<file path="src/core/mmu_bus_pkg.sv">
// Purpose: Shared constants, types and helpers for the bus release and table walk block
// Assumes: APB register window, 32-bit data, one aligned word per register
// Notes:   Start-up overheads are counted in clock periods of ref_clk
package mmu_bus_pkg;
  // ==========================================================================
  // Register map
  localparam logic [11:0] REG_CTRL   = 12'h000;
  localparam logic [11:0] REG_STATUS = 12'h004;
  localparam logic [11:0] REG_CMD    = 12'h008;
  localparam int CTRL_EARLY   = 0;
  localparam int CTRL_FCIDX   = 1;
  localparam int CTRL_DLY_LSB = 4;
  localparam int DLY_W        = 3;
  localparam logic [31:0] CTRL_RESET = 32'h0000_0013;
  localparam int CMD_PROBE    = 0;
  localparam int CMD_PRELOAD  = 1;
  localparam int ST_SRCH_LSB  = 0;
  localparam int ST_PHYS_LSB  = 4;
  localparam int ST_LEVEL_LSB = 8;
  localparam int ST_RMW       = 12;
  localparam int ST_INTV      = 13;
  localparam int ST_ORIG_LSB  = 16;
  // ==========================================================================
  // Timing counts, clock periods
  localparam int BASE_START_CYC  = 1;
  localparam int LIMIT_CHECK_CYC = 2;
  localparam int LATE_START_CYC  = 6;
  localparam int START_W         = 4;
  localparam int LEVEL_W         = 3;
  localparam logic [1:0] DSACK_32   = 2'h3;
  localparam logic [1:0] DSACK_NONE = 2'h0;
  // ==========================================================================
  // Types
  typedef enum logic [3:0] {S_IDLE, S_START, S_FETCH, S_UPD_RD, S_UPD_WR,
                            S_HANDOFF, S_AWAY, S_WAIT_RETRY} search_t;
  typedef enum logic [1:0] {P_OWN, P_GRANT, P_AWAY, P_RETURN} phys_t;
  typedef enum logic [1:0] {C_IDLE, C_ADDR, C_STROBE} cyc_t;
  typedef enum logic [1:0] {O_MISS, O_PROBE, O_PRELOAD} origin_t;
  typedef enum logic [1:0] {U_NONE, U_WRITE, U_RMW} upd_t;
  // ==========================================================================
  // Helpers
  function automatic upd_t status_update(input logic pageLevel, input logic needU, input logic needM);
    if (!needU && !needM) return U_NONE;
    if (pageLevel && needU && !needM) return U_RMW;
    return U_WRITE;
  endfunction : status_update

  function automatic logic [START_W-1:0] startup_cycles(input logic fcIdx, input logic early);
    int c;
    c = BASE_START_CYC + (fcIdx ? 0 : LIMIT_CHECK_CYC) + (early ? 0 : LATE_START_CYC);
    return START_W'(c);
  endfunction : startup_cycles
endpackage : mmu_bus_pkg

</file>
<file path="src/core/mmu_bus_release.sv">
// Purpose: Physical bus release, logical bus checking and table walk control
// Assumes: APB slave with zero wait states; descriptor contents come in on desc* inputs
// Notes:   Output enables are active low; the board resolves the shared wires
// Behaviour
// - Float physical address and strobe while the alternate master holds the bus.
// - Do not drive low address, size, code, strobe, lock, direction without ownership.
// - Keep physical grant low while any locked cycle is running.
// - A held-up logical cycle gets no strobe until the bus is owned again.
// - After acknowledge drops, drive address first, strobe after the decision delay.
// - Keep checking logical cycles and answering them regardless of acknowledge.
// - Still check rights, fault bad cycles, answer coprocessor, request retry on miss.
// - Add two cycles of limit check when the first level is not code-indexed.
// - Add six cycles before a search when early start is off.
// - Set used and modified together with one plain write.
// - Used-only update of a page descriptor uses a locked read-modify-write.
// - Used update above page level is always a plain write.
// - On logical grant in: finish cycle, then grant out and float together, then drop acknowledge.
// - Miss search waits for retry; resume if nothing intervened, else restart.
// - Probe or preload search resumes or restarts by itself.
// - Asynchronous inputs are synchronised within two clocks.
// - Arbitration outputs change on the edge after the synchronised input is valid.
`timescale 1ns/1ns
module mmu_bus_release
(
  input  wire logic        ref_clk,
  input  wire logic        rst,
  input  wire logic        psel,
  input  wire logic        penable,
  input  wire logic        pwrite,
  input  wire logic [11:0] paddr,
  input  wire logic [31:0] pwdata,
  output      logic [31:0] prdata,
  output      logic        pready,
  output      logic        pslverr,
  input  wire logic        physBusReq,
  input  wire logic        physGrantAck,
  output      logic        physBusGrant,
  output      logic [31:0] physAddr,
  output      logic        physAddrOe_n,
  output      logic        physAddrStrobe,
  output      logic        physAddrStrobeOe_n,
  input  wire logic        physCycleDone,
  output      logic        sharedCtrlOe_n,
  input  wire logic        lockedRmwIn,
  output      logic        lockedRmwOut,
  output      logic        lockedRmwOe_n,
  input  wire logic [31:0] logAddr,
  input  wire logic        logCycleValid,
  input  wire logic        logTargetLogical,
  input  wire logic        logCacheHit,
  input  wire logic        logAccessFault,
  input  wire logic        logCoprocCycle,
  input  wire logic        internalOpEvent,
  input  wire logic [31:0] descAddr,
  input  wire logic        descIsPage,
  input  wire logic        descNeedUsed,
  input  wire logic        descNeedModified,
  input  wire logic        logicalGrantIn,
  output      logic        logicalGrantOut,
  output      logic        logicalGrantAck,
  output      logic        logicalBusRequestOut,
  output      logic        logicalShareOe_n,
  output      logic        busFaultSignal,
  output      logic        haltSignal,
  output      logic        relinquishRetry,
  output      logic        cacheLoadInhibit,
  output      logic [1:0]  sizeAckStrobes
);
  import mmu_bus_pkg::*;
  localparam logic [31:0] CTRL_MASK = 32'h0000_0073;

  // ==========================================================================
  // State
  typedef struct packed {
    search_t            srch;
    search_t            resume;
    phys_t              phys;
    cyc_t               cyc;
    origin_t            origin;
    logic [LEVEL_W-1:0] level;
    logic               rmw;
    logic               page;
    logic               intervened;
    logic               bySearch;
    logic [DLY_W-1:0]   dly;
    logic [31:0]        addr;
    logic               grant;
    logic               lgo;
    logic               ack;
    logic               fault;
    logic               relq;
    logic [1:0]         dsack;
    logic [31:0]        ctrl;
    logic [31:0]        rdata;
    logic               rerr;
    logic [START_W-1:0] sLen;
    logic [START_W-1:0] sExp;
  } mmu_st_t;
  mmu_st_t st_r, st_nxt;

  logic       reqS, ackS, lgiS;
  logic       tStart, tDone;
  logic       lockAny, transReq, missReq, cmdProbe, cmdPreload;
  logic       searchWants, cycStart, cycDone, searchDone, srchHolds;
  logic       apbWr;
  upd_t       upd;
  logic [31:0] statusWord;

  // ==========================================================================
  // Input synchronisation
  sync_two_stage #(.W(3)) u_sync (
    .ref_clk (ref_clk),
    .rst     (rst),
    .din     ({physBusReq, physGrantAck, logicalGrantIn}),
    .dout    ({reqS, ackS, lgiS})
  );

  startup_timer u_timer (
    .ref_clk    (ref_clk),
    .rst        (rst),
    .start      (tStart),
    .fcIndexed  (st_r.ctrl[CTRL_FCIDX]),
    .earlyStart (st_r.ctrl[CTRL_EARLY]),
    .done       (tDone)
  );

  // ==========================================================================
  // Next state
  always_comb begin
    st_nxt      = st_r;
    tStart      = 1'b0;
    apbWr       = psel && penable && pwrite;
    cmdProbe    = apbWr && (paddr == REG_CMD) && pwdata[CMD_PROBE];
    cmdPreload  = apbWr && (paddr == REG_CMD) && pwdata[CMD_PRELOAD] && !pwdata[CMD_PROBE];
    lockAny     = lockedRmwIn || st_r.rmw;
    transReq    = logCycleValid && !logTargetLogical && logCacheHit && !logAccessFault && (st_r.srch == S_IDLE);
    missReq     = logCycleValid && !logCacheHit && !logAccessFault;
    searchWants = (st_r.srch inside {S_FETCH, S_UPD_RD, S_UPD_WR}) && (!lgiS || st_r.rmw);
    srchHolds   = st_r.srch inside {S_START, S_FETCH, S_UPD_RD, S_UPD_WR};
    cycStart    = (st_r.cyc == C_IDLE) && (st_r.phys == P_OWN) && (searchWants || transReq);
    cycDone     = (st_r.cyc == C_STROBE) && physCycleDone;
    searchDone  = cycDone && st_r.bySearch;
    upd         = status_update(descIsPage, descNeedUsed, descNeedModified);
    statusWord  = '0;
    statusWord[ST_SRCH_LSB +: 4]        = st_r.srch;
    statusWord[ST_PHYS_LSB +: 2]        = st_r.phys;
    statusWord[ST_LEVEL_LSB +: LEVEL_W] = st_r.level;
    statusWord[ST_RMW]                  = st_r.rmw;
    statusWord[ST_INTV]                 = st_r.intervened;
    statusWord[ST_ORIG_LSB +: 2]        = st_r.origin;

    // Logical-bus answers go on whoever owns the physical bus
    st_nxt.fault = logCycleValid && logAccessFault;
    st_nxt.dsack = (logCycleValid && logTargetLogical && logCoprocCycle && !logAccessFault)
                   ? DSACK_32 : DSACK_NONE;
    st_nxt.relq  = 1'b0;

    // ========================================================================
    // APB: read data captured in setup phase, so zero wait states
    if (psel && !penable) begin
      st_nxt.rerr = 1'b0;
      case (paddr)
        REG_CTRL:   st_nxt.rdata = st_r.ctrl;
        REG_STATUS: st_nxt.rdata = statusWord;
        REG_CMD:    st_nxt.rdata = '0;
        default: begin
          st_nxt.rdata = '0;
          st_nxt.rerr  = 1'b1;
        end
      endcase
    end
    if (apbWr && (paddr == REG_CTRL)) st_nxt.ctrl = pwdata & CTRL_MASK;

    // ========================================================================
    // Physical cycle engine
    case (st_r.cyc)
      C_IDLE: begin
        if (cycStart) begin
          st_nxt.cyc      = C_ADDR;
          st_nxt.bySearch = searchWants;
          st_nxt.addr     = searchWants ? descAddr : logAddr;
          st_nxt.dly      = st_r.ctrl[CTRL_DLY_LSB +: DLY_W];
        end
      end
      C_ADDR: begin
        if (st_r.dly <= DLY_W'(1)) st_nxt.cyc = C_STROBE;
        else st_nxt.dly = st_r.dly - DLY_W'(1);
      end
      C_STROBE: begin
        if (physCycleDone) st_nxt.cyc = C_IDLE;
      end
      default: st_nxt.cyc = C_IDLE;
    endcase

    // ========================================================================
    // Physical arbitration; a started cycle keeps the grant back until its strobe
    case (st_r.phys)
      P_OWN: begin
        if (reqS && !lockAny && (st_r.cyc != C_ADDR) && !cycStart) st_nxt.phys = P_GRANT;
      end
      P_GRANT: begin
        if (ackS) st_nxt.phys = P_AWAY;
        else if (!reqS) st_nxt.phys = P_OWN;
      end
      P_AWAY: begin
        if (!ackS) st_nxt.phys = P_RETURN;
      end
      P_RETURN: st_nxt.phys = P_OWN;
      default: st_nxt.phys = P_OWN;
    endcase
    st_nxt.grant = (st_nxt.phys == P_GRANT);

    // ========================================================================
    // Table search
    case (st_r.srch)
      S_IDLE: begin
        if (missReq || cmdProbe || cmdPreload) begin
          st_nxt.srch   = S_START;
          st_nxt.origin = missReq ? O_MISS : (cmdProbe ? O_PROBE : O_PRELOAD);
          st_nxt.relq   = missReq;
          tStart        = 1'b1;
        end
      end
      S_START: begin
        if (tDone) st_nxt.srch = S_FETCH;
      end
      S_FETCH: begin
        if (searchDone) begin
          st_nxt.page = descIsPage;
          case (upd)
            U_RMW: begin
              st_nxt.srch = S_UPD_RD;
              st_nxt.rmw  = 1'b1;
            end
            U_WRITE: st_nxt.srch = S_UPD_WR;
            default: begin
              if (descIsPage) st_nxt.srch = S_IDLE;
              else st_nxt.level = st_r.level + LEVEL_W'(1);
            end
          endcase
        end else if (lgiS && (st_r.cyc == C_IDLE)) begin
          st_nxt.srch   = S_HANDOFF;
          st_nxt.resume = S_FETCH;
        end
      end
      S_UPD_RD: begin
        if (searchDone) st_nxt.srch = S_UPD_WR;
      end
      S_UPD_WR: begin
        if (searchDone) begin
          st_nxt.rmw = 1'b0;
          if (st_r.page) st_nxt.srch = S_IDLE;
          else begin
            st_nxt.srch  = S_FETCH;
            st_nxt.level = st_r.level + LEVEL_W'(1);
          end
        end else if (lgiS && !st_r.rmw && (st_r.cyc == C_IDLE)) begin
          st_nxt.srch   = S_HANDOFF;
          st_nxt.resume = S_UPD_WR;
        end
      end
      S_HANDOFF: st_nxt.srch = S_AWAY;
      S_AWAY: begin
        if (!lgiS) begin
          if (st_r.origin == O_MISS) st_nxt.srch = S_WAIT_RETRY;
          else if (st_r.intervened) begin
            st_nxt.srch = S_START;
            tStart      = 1'b1;
          end else st_nxt.srch = st_r.resume;
        end
      end
      S_WAIT_RETRY: begin
        if (missReq) begin
          if (st_r.intervened) begin
            st_nxt.srch = S_START;
            tStart      = 1'b1;
          end else st_nxt.srch = st_r.resume;
        end else if (cmdProbe || cmdPreload) begin
          st_nxt.srch   = S_START;
          st_nxt.origin = cmdProbe ? O_PROBE : O_PRELOAD;
          tStart        = 1'b1;
        end
      end
      default: st_nxt.srch = S_IDLE;
    endcase
    if (tStart) begin
      st_nxt.level      = '0;
      st_nxt.intervened = 1'b0;
      st_nxt.sLen       = '0;
      st_nxt.sExp       = startup_cycles(st_r.ctrl[CTRL_FCIDX], st_r.ctrl[CTRL_EARLY]);
    end else if (st_r.srch == S_START) st_nxt.sLen = st_r.sLen + START_W'(1);
    // Anything the unit does while the bus is away spoils the saved position
    if ((st_r.srch inside {S_AWAY, S_WAIT_RETRY}) && (internalOpEvent || (logCycleValid && logCacheHit)))
      st_nxt.intervened = 1'b1;
    st_nxt.lgo = st_nxt.srch inside {S_HANDOFF, S_AWAY};
    st_nxt.ack = st_nxt.srch inside {S_START, S_FETCH, S_UPD_RD, S_UPD_WR, S_HANDOFF};
  end

  always_ff @(posedge ref_clk or posedge rst) begin
    if (rst) begin
      st_r      <= '0;
      st_r.ctrl <= CTRL_RESET;
    end else st_r <= st_nxt;
  end

  // ==========================================================================
  // Outputs
  assign prdata               = st_r.rdata;
  assign pready               = 1'b1;
  assign pslverr              = st_r.rerr;
  assign physBusGrant         = st_r.grant && !lockedRmwIn && !st_r.rmw;
  assign physAddr             = st_r.addr;
  assign physAddrOe_n         = (st_r.phys == P_AWAY);
  assign physAddrStrobe       = (st_r.cyc == C_STROBE) && (st_r.phys != P_AWAY);
  assign physAddrStrobeOe_n   = (st_r.phys == P_AWAY);
  assign sharedCtrlOe_n       = !(srchHolds && (st_r.phys != P_AWAY));
  assign lockedRmwOut         = st_r.rmw;
  assign lockedRmwOe_n        = !(srchHolds && (st_r.phys != P_AWAY));
  assign logicalGrantOut      = st_r.lgo;
  assign logicalGrantAck      = st_r.ack;
  assign logicalBusRequestOut = (st_r.srch == S_AWAY) && (st_r.origin != O_MISS);
  assign logicalShareOe_n     = !srchHolds;
  assign busFaultSignal       = st_r.fault;
  // No halt source in this block; the pin is still owned here
  assign haltSignal           = 1'b0;
  assign relinquishRetry      = st_r.relq;
  // Retried data must not be cached
  assign cacheLoadInhibit     = st_r.relq;
  assign sizeAckStrobes       = st_r.dsack;
endmodule : mmu_bus_release

</file>
<file path="src/core/startup_timer.sv">
// Purpose: Counts the start-up overhead before a table search
// Assumes: start is a one-cycle pulse
// Notes:   done is high in the last overhead cycle
`timescale 1ns/1ns
module startup_timer
(
  input  wire logic ref_clk,
  input  wire logic rst,
  input  wire logic start,
  input  wire logic fcIndexed,
  input  wire logic earlyStart,
  output      logic done
);
  import mmu_bus_pkg::*;
  typedef struct packed {
    logic [START_W-1:0] cnt;
  } tmr_st_t;
  tmr_st_t st_r, st_nxt;

  always_comb begin
    st_nxt = st_r;
    if (start) st_nxt.cnt = startup_cycles(fcIndexed, earlyStart);
    else if (st_r.cnt != '0) st_nxt.cnt = st_r.cnt - START_W'(1);
  end

  always_ff @(posedge ref_clk or posedge rst) begin
    if (rst) st_r <= '0;
    else st_r <= st_nxt;
  end

  assign done = (st_r.cnt == START_W'(1));
endmodule : startup_timer

</file>
<file path="src/core/sync_two_stage.sv">
// Purpose: Two flip-flop synchroniser for asynchronous inputs
// Assumes: Single clock ref_clk
// Notes:   First stage feeds only the second stage
`timescale 1ns/1ns
module sync_two_stage #(
  parameter int W = 3
) (
  input  wire logic         ref_clk,
  input  wire logic         rst,
  input  wire logic [W-1:0] din,
  output      logic [W-1:0] dout
);
  typedef struct packed {
    logic [W-1:0] s1;
    logic [W-1:0] s2;
  } sync_st_t;
  sync_st_t st_r, st_nxt;

  always_comb begin
    st_nxt    = st_r;
    st_nxt.s1 = din;
    st_nxt.s2 = st_r.s1;
  end

  always_ff @(posedge ref_clk or posedge rst) begin
    if (rst) st_r <= '0;
    else st_r <= st_nxt;
  end

  assign dout = st_r.s2;
endmodule : sync_two_stage

</file>
<file path="config.mk">
export PLATFORM = sky130hd
export DESIGN_NAME = mmu_bus_release
export DESIGN_NICKNAME = d
export VERILOG_FILES = /design/src/core/mmu_bus_pkg.sv /design/src/core/mmu_bus_release.sv /design/src/core/startup_timer.sv /design/src/core/sync_two_stage.sv
export SDC_FILE = /design/constraint.sdc
export NUM_CORES = 1
export LEC_CHECK = 0
export ABC_CLOCK_PERIOD_IN_PS = 2400
export BUFFER_PORTS_ARGS = -buffer_cell sky130_fd_sc_hd__buf_4
export CAP_MARGIN = 10
export CORE_MARGIN = 2
export CORE_UTILIZATION = 45
export DETAILED_ROUTE_END_ITERATION = 8
export PLACE_DENSITY_LB_ADDON = 0.25
export SYNTH_ARGS = -nofsm -noshare
export SYNTH_HDL_FRONTEND = slang
export SYNTH_HIERARCHICAL = 1
export SYNTH_SLANG_ARGS = --single-unit
</file>
<file path="constraint.sdc">
create_clock -name ref_clk -period 2.4 [get_ports ref_clk]
set_input_delay 0.12 -clock ref_clk [delete_from_list [all_inputs] [get_ports ref_clk]]
set_output_delay 0.12 -clock ref_clk [all_outputs]
set_load 0.005 [all_outputs]
</file>
; ---- Yosys cells after proc, flatten, opt, wreduce, memory -nomap -nowiden
; Index checks and enable logic that the tools add are counted.
[op_classes]
eq_ne = 45
n_addsub = 5
mux = 71
n_lt_le_gt_ge = 1
n_reduce_logical = 88
[op_table]
columns = operator, count
row1 = 4-bit two-way mux, 16
row2 = 1-bit logical AND, 39
row3 = 2-bit two-way mux, 19
row4 = 18-bit one-hot mux with 2 select lines, 1
row5 = 35-bit two-way mux, 1
row6 = 32-bit two-way mux, 1
row7 = 4-bit one-hot mux with 8 select lines, 1
row8 = 4-bit by 3-bit == test with 1-bit output (second input constant), 7
row9 = 4-bit one-hot mux with 2 select lines, 3
row10 = 2-bit != test (second input constant), 11
row11 = 3-bit two-way mux, 6
row12 = 4-bit by 2-bit == test with 1-bit output (second input constant), 4
row13 = 8-bit two-way mux, 2
row14 = 2-bit nonzero test, 8
row15 = 1-bit two-way mux, 15
row16 = 3-bit != test (second input constant), 5
row17 = 1-bit zero test, 14
row18 = 12-bit by 3-bit == test with 1-bit output (second input constant), 1
row19 = 12-bit by 4-bit == test with 1-bit output (second input constant), 1
row20 = 4-bit by 1-bit == test with 1-bit output (second input constant), 3
row21 = 12-bit zero test, 1
row22 = 2-bit by 1-bit != test with 1-bit output (second input constant), 5
row23 = 2-bit by 1-bit == test with 1-bit output (second input constant), 4
row24 = 2-bit == test (second input constant), 4
row25 = other kinds (25), 38
[word_totals]
ff_bits = 111
output_inout_bits = 83
wordCells = 234
in_bits = 127

; ---- Depth between registers and ports, before layout
; Gate-level depths: netlist of run 1.
[depth]
ltp_word = 12
mapped_depth = 9
depth_no_buf = 9

; ---- Cells and area by module
; Netlist of run 1, hierarchy kept.
[modules_own_cells]
columns = mod, seq_area_each_um2, area_each_um2, instances, cells_per_inst
row1 = mmu_bus_release, 2005.7, 4518.1, 1, 487
row2 = startup_timer, 100.1, 291.5, 1, 27
row3 = sync_two_stage, 150.1, 153.9, 1, 7

; ---- Worst setup path after synthesis of run 1
; Ideal clock, no wire load.
[synth_path]
path_type = reg-to-reg
startpoint = register st_r[125] in the netlist's numbering
endpoint = register st_r (netlist bit logicalGrantOut)
path_slack_ns = 0.191
period_less_slack_ns = 2.209
setup_ns = 0.119
n_path_buf = 1
stages_incl_launch_ff = 8
arrival_time_ns = 2.090
required_ns = 2.281
cell_sequence = dfrtp_1 or3b_2 o211ai_1 a211oi_1 or4b_1 buf_2 xor2_1 and2_1
[synth_lines]
columns = element, line
row1 = start: declaration, mmu_bus_release.sv:99  ; mmu_st_t st_r, st_nxt;
row2 = start signal: assignment, mmu_bus_release.sv:303  ; end else st_r <= st_nxt;

==> out/results.md, run 1 <==
| Group | Quantity | Reported |
|---|---|---|
| global routing | GR Util All Layers | 0.188 |
| floorplanning | Std cell rows | 38 |
| global routing | Vias in the first global route | 3554 |
| drt | Via density | 5.03 |
| critical path | Arrival time reported for the critical path endpoint | 2530 ps |
| critical path | Type of element launching the critical path | register |
| cts | CTS H-tree lvls | 3 |
| global routing | Number of antenna violations at the first check in global routing | 0 |
| sta | Part of the cycle the worst path needs | 0.954 |
| cts | Total CTS buffers | 9 |
| critical path | Critical Path Fanout Max | 10 |
| critical path | CP required | 2640 ps |
| sta | Post-Route Setup TNS | 0 ps |
| drt | First-pass detailed-route iteration total | 4 |
| cts | Largest buffer count on any clock path | 2 |
| cts | Post-CTS Setup Bufs | 0 |
| critical path | R2R cell count | 6 |
| placement | Number of I/O port buffers | 162 |
| drt | Wire length per cell after detailed routing | 14.7 um |
| floorplanning | Die Height | 109 um |
| finish | Final layout net count | 785 |
| floorplanning | I/O pin count | 210 |
| floorplanning | DIE WIDTH | 109 um |
| critical path | Critical path depth | 6 |
| logic synthesis | Number of distinct library cell variants in the gate-level netlist after synthesis | 58 |
| drt | Total length of routed wires | 11700 um |
| drt | Total via count after detailed routing | 3997 |
| cts | Clock tree from TritonCTS | yes |
| finish | Leading cell type in the layout, fill and taps excluded | buf_4 |
| sta | Setup repair after global routing missed its margin | no |
| global routing | Maximum number of pins on one net before global-route repair | 81 |
| logic synthesis | Share of the yosys chip area belonging to registers | 0.454 |
| placement | Inst Count DP | 769 |
| finish | Area growth from synthesis to final layout | 26.6% |
| critical path | Critical Path Slowest Stage Cell | or4b_1 |
| logic synthesis | Post-synthesis sequential element count | 90 |
| sta | Number of setup violations in the final report | 0 |
| finish | Ant. Diodes | 0 |
| critical path | Family with the most delay on the worst path | simple AND/OR/NAND/NOR gates |
| drt | ANT nets after route | 0 |
| placement | Placed wire-length estimate after detailed placement | 8690 um |
| sta | Relative max-transition margin | 0.409 |
| global routing | Total congestion overflow after global routing | 0 |
| logic synthesis | Netlist area before placement | 4960 um2 |
| min path | Classification of the worst-slack hold path | in2reg |
| logic synthesis | Synthesized area divided by synthesized cell count | 9.53 um2 |
| floorplanning | Core area | 10800 um2 |
| pwr | Ratio of total power to cell area | 727 nW/um2 |
| sta | Number of pins exceeding their max-slew limit in the final report | 0 |
| pwr | Largest voltage drop on the vdd net | 480 uV |
| critical path | Critical Setup Path Class | reg2reg |
| critical path | Buffers plus inverters on the worst setup path | 1 |
| pwr | Static leakage power | 2.94 nW |
| placement | Final RePlAce weighted congestion | 0.873 |
| finish | Commonest cells after routing, fill and taps aside | buf_4, dfrtp_1, nor2_1 |
| sta | Number of endpoints with negative hold slack in the final report | 0 |
| run status | Outcome | complete, no violations |
| flow run | Count of maximum capacitance violations | 0 |
| logic synthesis | Number of flops mapped to enable cells by yosys | 0 |
| logic synthesis | Most instantiated flip-flop cell in the synthesis netlist | dfrtp_1 |
| drt | Number of DRC markers after the initial detailed-route iteration | 179 |
| cts | Root Buffer Master | clkbuf_8 |
| cts | Clock latency on the worst-skew pair | 350 ps |
| finish | Fraction of layout instances using a drive strength above 1 | 0.331 |
| drt | Number of DRC violations after detailed routing | 0 |
| logic synthesis | Synth warn | 6 |
| critical path | Longest individual stage delay on the worst path | 600 ps |
| finish | Final cell count without fillers | 795 |
| cts | Sink count of the clock tree | 90 |
| sta | Layout Skew | 7.74 ps |
| sta | Maximum clock rate | 437 MHz |
| logic synthesis | Share of flip-flops with an asynchronous set or reset | 1.00 |
| sta | Slew of the pin with the lowest slew margin | 886 ps |
| min path | Hold path cells | 2 |
| critical path | Critical path, cell by cell | inv_1 > and4_1 > a32o_1 > or4b_1 > xor2_1 > and2_1 |
| sta | Final period demand of the worst path | 2290 ps |
| floorplanning | Initial Util | 0.460 |
| logic synthesis | Number of cells produced by synthesis | 521 |
| global routing | Global-route wire length before repair | 17400 um |
| finish | Fill cell total of the finished layout | 960 |
| floorplanning | DIE AREA | 11900 um2 |
| cts | Clock input transition at the sequential cells of the worst setup and hold paths | 80 ps |
| critical path | Endpoint type of the worst setup path | register |
==> kinds of logic after synthesis <==
family,synth area share
buf+inv,0.145
compound gates,0.131
mux,0.0844
other cells,0.00151
flops,0.455
simple gates,0.154
xor+xnor,0.0124
fa+ha+maj,0.0176
==> metrics by stage <==
stage                     utilization  setup WS, ps  instance area (um2)  hold slack [ps]  total power [mW]
after floorplan                     -           191                 5030             -114              3.24
after global placement          0.555           152                 5990             59.4              3.61
after detailed placement        0.555           131                 5990             61.6              3.67
after CTS                       0.579           123                 6250             1.21              4.62
after global routing            0.582          13.8                 6280             7.50              4.90
final                           0.582           110                 6280             24.7              4.57
==> path summary, 6_finish.rpt <==
path | from | to | slack (ps)
max reg2reg | st_r[135]$_DFF_PP0_ | logicalGrantOut$_DFF_PP0_ | 110
min | logTargetLogical | sizeAckStrobes[0]$_DFF_PP0_ | 20
min in group asynchronous | rst | u_timer/st_r[2]$_DFFE_PP0P_ | 250
max in group asynchronous | rst | st_r[41]$_DFFE_PP1P_ | 1600
max | st_r[135]$_DFF_PP0_ | logicalGrantOut$_DFF_PP0_ | 110
min reg2reg | u_sync/st_nxt[0]$_DFF_PP0_ | u_sync/dout[0]$_DFF_PP0_ | 360
==> timing repair <==
action,in CTS,in global routing
setup endpoints to repair,0,13
hold buffers,9,1
endpoints found under the hold margin,95,1
gates resized for setup,0,1
==> synthesized netlist by cell type, types with 3 or more instances <==
cell	instances	area share
o21a_1	3	0.0045
nor3_1	8	0.0081
dfstp_2	3	0.016
buf_2	12	0.012
a32o_1	4	0.0081
xnor2_1	4	0.0071
mux2_2	7	0.016
a22oi_1	5	0.0076
nor2_1	51	0.039
nand3_1	4	0.0040
dfrtp_1	87	0.44
inv_1	20	0.015
nor4_1	3	0.0038
nor2b_1	3	0.0038
nand3b_1	3	0.0045
o211ai_1	3	0.0045
nand2b_1	4	0.0050
nor3b_1	7	0.011
and3_1	3	0.0038
ha_1	7	0.018
a21oi_1	40	0.040
buf_4	71	0.11
clkbuf_1	11	0.0083
o22ai_1	3	0.0038
or4_1	3	0.0045
xor2_1	3	0.0053
o21ai_0	33	0.033
mux2i_1	34	0.069
nand2_1	42	0.032
==> metal layers <==
metal,wire length [um],global-route usage,part of all wire,vias to the layer above
met2,5740,0.299,0.49,138
met5,0,0,0,-
li1,-,-,-,1968
met1,5070,0.268,0.43,1882
met3,719,0.0179,0.062,9
met4,158,0.0668,0.014,0
==> registers in the layout (all words and copies together), names as in the netlist, 3 cells and up <==
name           flops
physAddr          32
st_r              27
prdata            14
u_timer/st_r       4
u_sync/dout        3
u_sync/st_nxt      3
==> final cells by class <==
cell class                 count  area [um2]  area share
multi-input combinational    335        2060       0.328
tap                          140         175      0.0279
timing repair buffer         195        1540       0.246
clock buffer                  13         159      0.0253
sequential                    90        2260       0.359
clock inverter                 2        12.5     0.00199
inverter                      20        76.3      0.0121
==> power breakdown <==
part / internal, mW / switching, mW / total, mW
clock network: 0.427 / 0.499 / 0.926
registers: 1.90 / 0.261 / 2.16
logic: 0.846 / 0.640 / 1.49
Note: power is estimated with default switching activity, not from simulation.
==> run 2: changes to the inputs <==
Settings changed: SYNTH_HIERARCHICAL 1 to not set.
==> out/results.md, run 2 <==
| Group | Quantity | Reported |
|---|---|---|
| floorplanning | Core area | 10900 um2 |
| pwr | Net switching fraction of the power | 0.311 |
| floorplanning | I/O pin count | 210 |
| global routing | Maximum number of pins on one net before global-route repair | 55 |
| floorplanning | Std cell rows | 38 |
| critical path | Critical Path Fanout Max | 18 |
| cts | Clock latency on the worst-skew pair | 350 ps |
| min path | Classification of the worst-slack hold path | in2reg |
| finish | Fraction of layout instances using a drive strength above 1 | 0.324 |
| drt | Wire length per cell after detailed routing | 14.5 um |
| finish | Finished Core Util | 0.574 |
| sta | Slew of the pin with the lowest slew margin | 717 ps |
| drt | Number of DRC markers after the initial detailed-route iteration | 197 |
| floorplanning | Die Height | 110 um |
| pwr | Net Switching | 1.51 mW |
| sta | Hold Slack | 2.41 ps |
| cts | Clock input transition at the sequential cells of the worst setup and hold paths | 90 ps |
| cts | Clock tree from TritonCTS | yes |
| floorplanning | DIE AREA | 12100 um2 |
| critical path | Endpoint type of the worst setup path | output pin |
| logic synthesis | Most instantiated flip-flop cell in the synthesis netlist | dfrtp_1 |
| logic synthesis | Share of the yosys chip area belonging to registers | 0.448 |
| cts | Post-CTS Setup Bufs | 0 |
| placement | Final RePlAce weighted congestion | 0.840 |
| sta | Final period demand of the worst path | 2220 ps |
| logic synthesis | Synth warn | 0 |
| finish | Area growth from synthesis to final layout | 24.0% |
| critical path | Arrival time reported for the critical path endpoint | 2100 ps |
| pwr | Static leakage power | 2.95 nW |
| drt | Via density | 5.05 |
| finish | Final cell count without fillers | 788 |
| global routing | Global-route wire length before repair | 17900 um |
| sta | Relative max-transition margin | 0.521 |
| sta | Maximum clock rate | 451 MHz |
| global routing | Vias in the first global route | 3678 |
| placement | Number of I/O port buffers | 162 |
| logic synthesis | Biggest area consumer among synthesized cells | dfrtp_1 |
| logic synthesis | Post-synthesis sequential element count | 90 |
| finish | Commonest cells after routing, fill and taps aside | buf_4, dfrtp_1, nor2_1 |
| sta | Number of setup violations in the final report | 0 |
| drt | Total length of routed wires | 11400 um |
| logic synthesis | Number of distinct library cell variants in the gate-level netlist after synthesis | 62 |
| logic synthesis | Most instantiated library cell after synthesis | dfrtp_1 |
| pwr | Share of power burned in registers | 0.452 |
| sta | Layout Skew | 7.23 ps |
| critical path | Critical Setup Path Class | reg2out |
| sta | Number of endpoints with negative hold slack in the final report | 0 |
| critical path | CP required | 2280 ps |
| cts | Root Buffer Master | clkbuf_8 |
| cts | Sink count of the clock tree | 90 |
| cts | Largest buffer count on any clock path | 2 |
| flow run | Count of maximum capacitance violations | 0 |
| global routing | GR Util All Layers | 0.188 |
| cts | Total CTS buffers | 9 |
| pwr | Total internal power | 3.35 mW |
| logic synthesis | Number of cells produced by synthesis | 527 |
| finish | Leading cell type in the layout, fill and taps excluded | buf_4 |
| floorplanning | Initial Util | 0.463 |
| sta | Post-Route Setup TNS | 0 ps |
| pwr | Ratio of total power to cell area | 778 nW/um2 |
| drt | Total via count after detailed routing | 3978 |
| finish | Ant. Diodes | 0 |
| global routing | Total congestion overflow after global routing | 0 |
| placement | Inst Count DP | 764 |
| pwr | Fraction of power consumed by combinational cells | 0.329 |
| finish | Final layout net count | 778 |
| pwr | Clock network fraction of design power | 0.218 |
| sta | Part of the cycle the worst path needs | 0.923 |
| logic synthesis | Number of flops mapped to enable cells by yosys | 0 |
| sta | Number of pins exceeding their max-slew limit in the final report | 0 |
| logic synthesis | List of most frequent post-synthesis cells | dfrtp_1, buf_4, nor2_1, a21oi_1, nand2_1 |
| cts | CTS H-tree lvls | 3 |
| pwr | Design Power | 4.86 mW |
| logic synthesis | Netlist area before placement | 5040 um2 |
| logic synthesis | Share of flip-flops with an asynchronous set or reset | 1.00 |
| run status | Outcome | complete, no violations |
| critical path | Type of element launching the critical path | register |
| logic synthesis | Dominant cells by area after synthesis | dfrtp_1, buf_4, mux2i_1 |
| global routing | Number of antenna violations at the first check in global routing | 0 |
| sta | Setup repair after global routing missed its margin | no |
| finish | Max FFs per register | 32 |
| drt | ANT nets after route | 0 |
| logic synthesis | Synthesized area divided by synthesized cell count | 9.57 um2 |
| pwr | Largest voltage drop on the vdd net | 455 uV |
| placement | Placed wire-length estimate after detailed placement | 8640 um |
| floorplanning | DIE WIDTH | 110 um |
| logic synthesis | Yosys top cell area share | 0.432 |
| drt | First-pass detailed-route iteration total | 4 |
| drt | Number of DRC violations after detailed routing | 0 |
run 2: layer usage:
layer,track usage,vias up,share of wire
met5,0,-,0
met4,0.0552,0,0.011
met3,0.0338,12,0.060
met2,0.298,138,0.48
met1,0.262,1866,0.44
li1,-,1962,-
run 2: layout make-up:
cell class              count  area, um2
fillers                   972       4640
flip-flops and latches     90       2260
multi-input cells         348       2140
repair buffers            182       1420
well taps                 140        175
clock buffers              12        155
clock inverters             4       50.0
inverters                  12       48.8
run 2: cells by family after synthesis:
| family | Yosys count | synth area share |
|---|---|---|
| other cells | 2 | 0.00149 |
| simple gates | 173 | 0.178 |
| mux | 39 | 0.0792 |
| compound gates | 102 | 0.123 |
| xor+xnor | 5 | 0.00869 |
| flops | 90 | 0.448 |
| buf+inv | 108 | 0.142 |
| fa+ha+maj | 8 | 0.0199 |
run 2: power groups by stage:
stage          clock [mW]  sequential, mW  combinational [mW]
2_1_floorplan           0            2.13                1.24
3_3_place_gp            0            2.20                1.55
3_5_place_dp            0            2.22                1.61
4_1_cts              1.08            2.20                1.62
5_1_grt              1.14            2.25                1.79
6_report             1.06            2.20                1.60
run 2: metrics by stage:
step                      area (um2)  worst slack [ps]
after floorplan                 5120               404
after global placement          5970               236
after detailed placement        5970               220
after CTS                       6250               197
after global routing            6250              75.8
final                           6250               184
run 2: final timing paths:
path / startpoint / slack [ps] / end / depth (start not counted)
worst min-delay path: pwdata[1] / 2 / st_r[42]$_DFFE_PP1P_ / 3
min in group asynchronous: rst / 400 / st_r[130]$_DFFE_PP0P_ / 3
worst max-delay path: st_r[132]$_DFF_PP0_ / 180 / sharedCtrlOe_n / 4
worst min register to register: u_sync.st_nxt[1]$_DFF_PP0_ / 350 / u_sync.dout[1]$_DFF_PP0_ / 0
max in group asynchronous: rst / 1310 / prdata[16]$_DFFE_PP0P_ / 4
worst max register to register: st_r[133]$_DFF_PP0_ / 190 / logicalGrantOut$_DFF_PP0_ / 5
run 2: repair_timing:
| item | CTS | global route |
|---|---|---|
| gates resized for setup | 0 | 0 |
| hold buffers | 8 | 0 |
| endpoints found under the hold margin | 31 | 0 |
run 2: critical path, stage by stage, from the launching register on:
cell,delay [ps]
dfrtp_1,570
o21a_1,300
or3_1,420
or2_2,310
buf_4,140
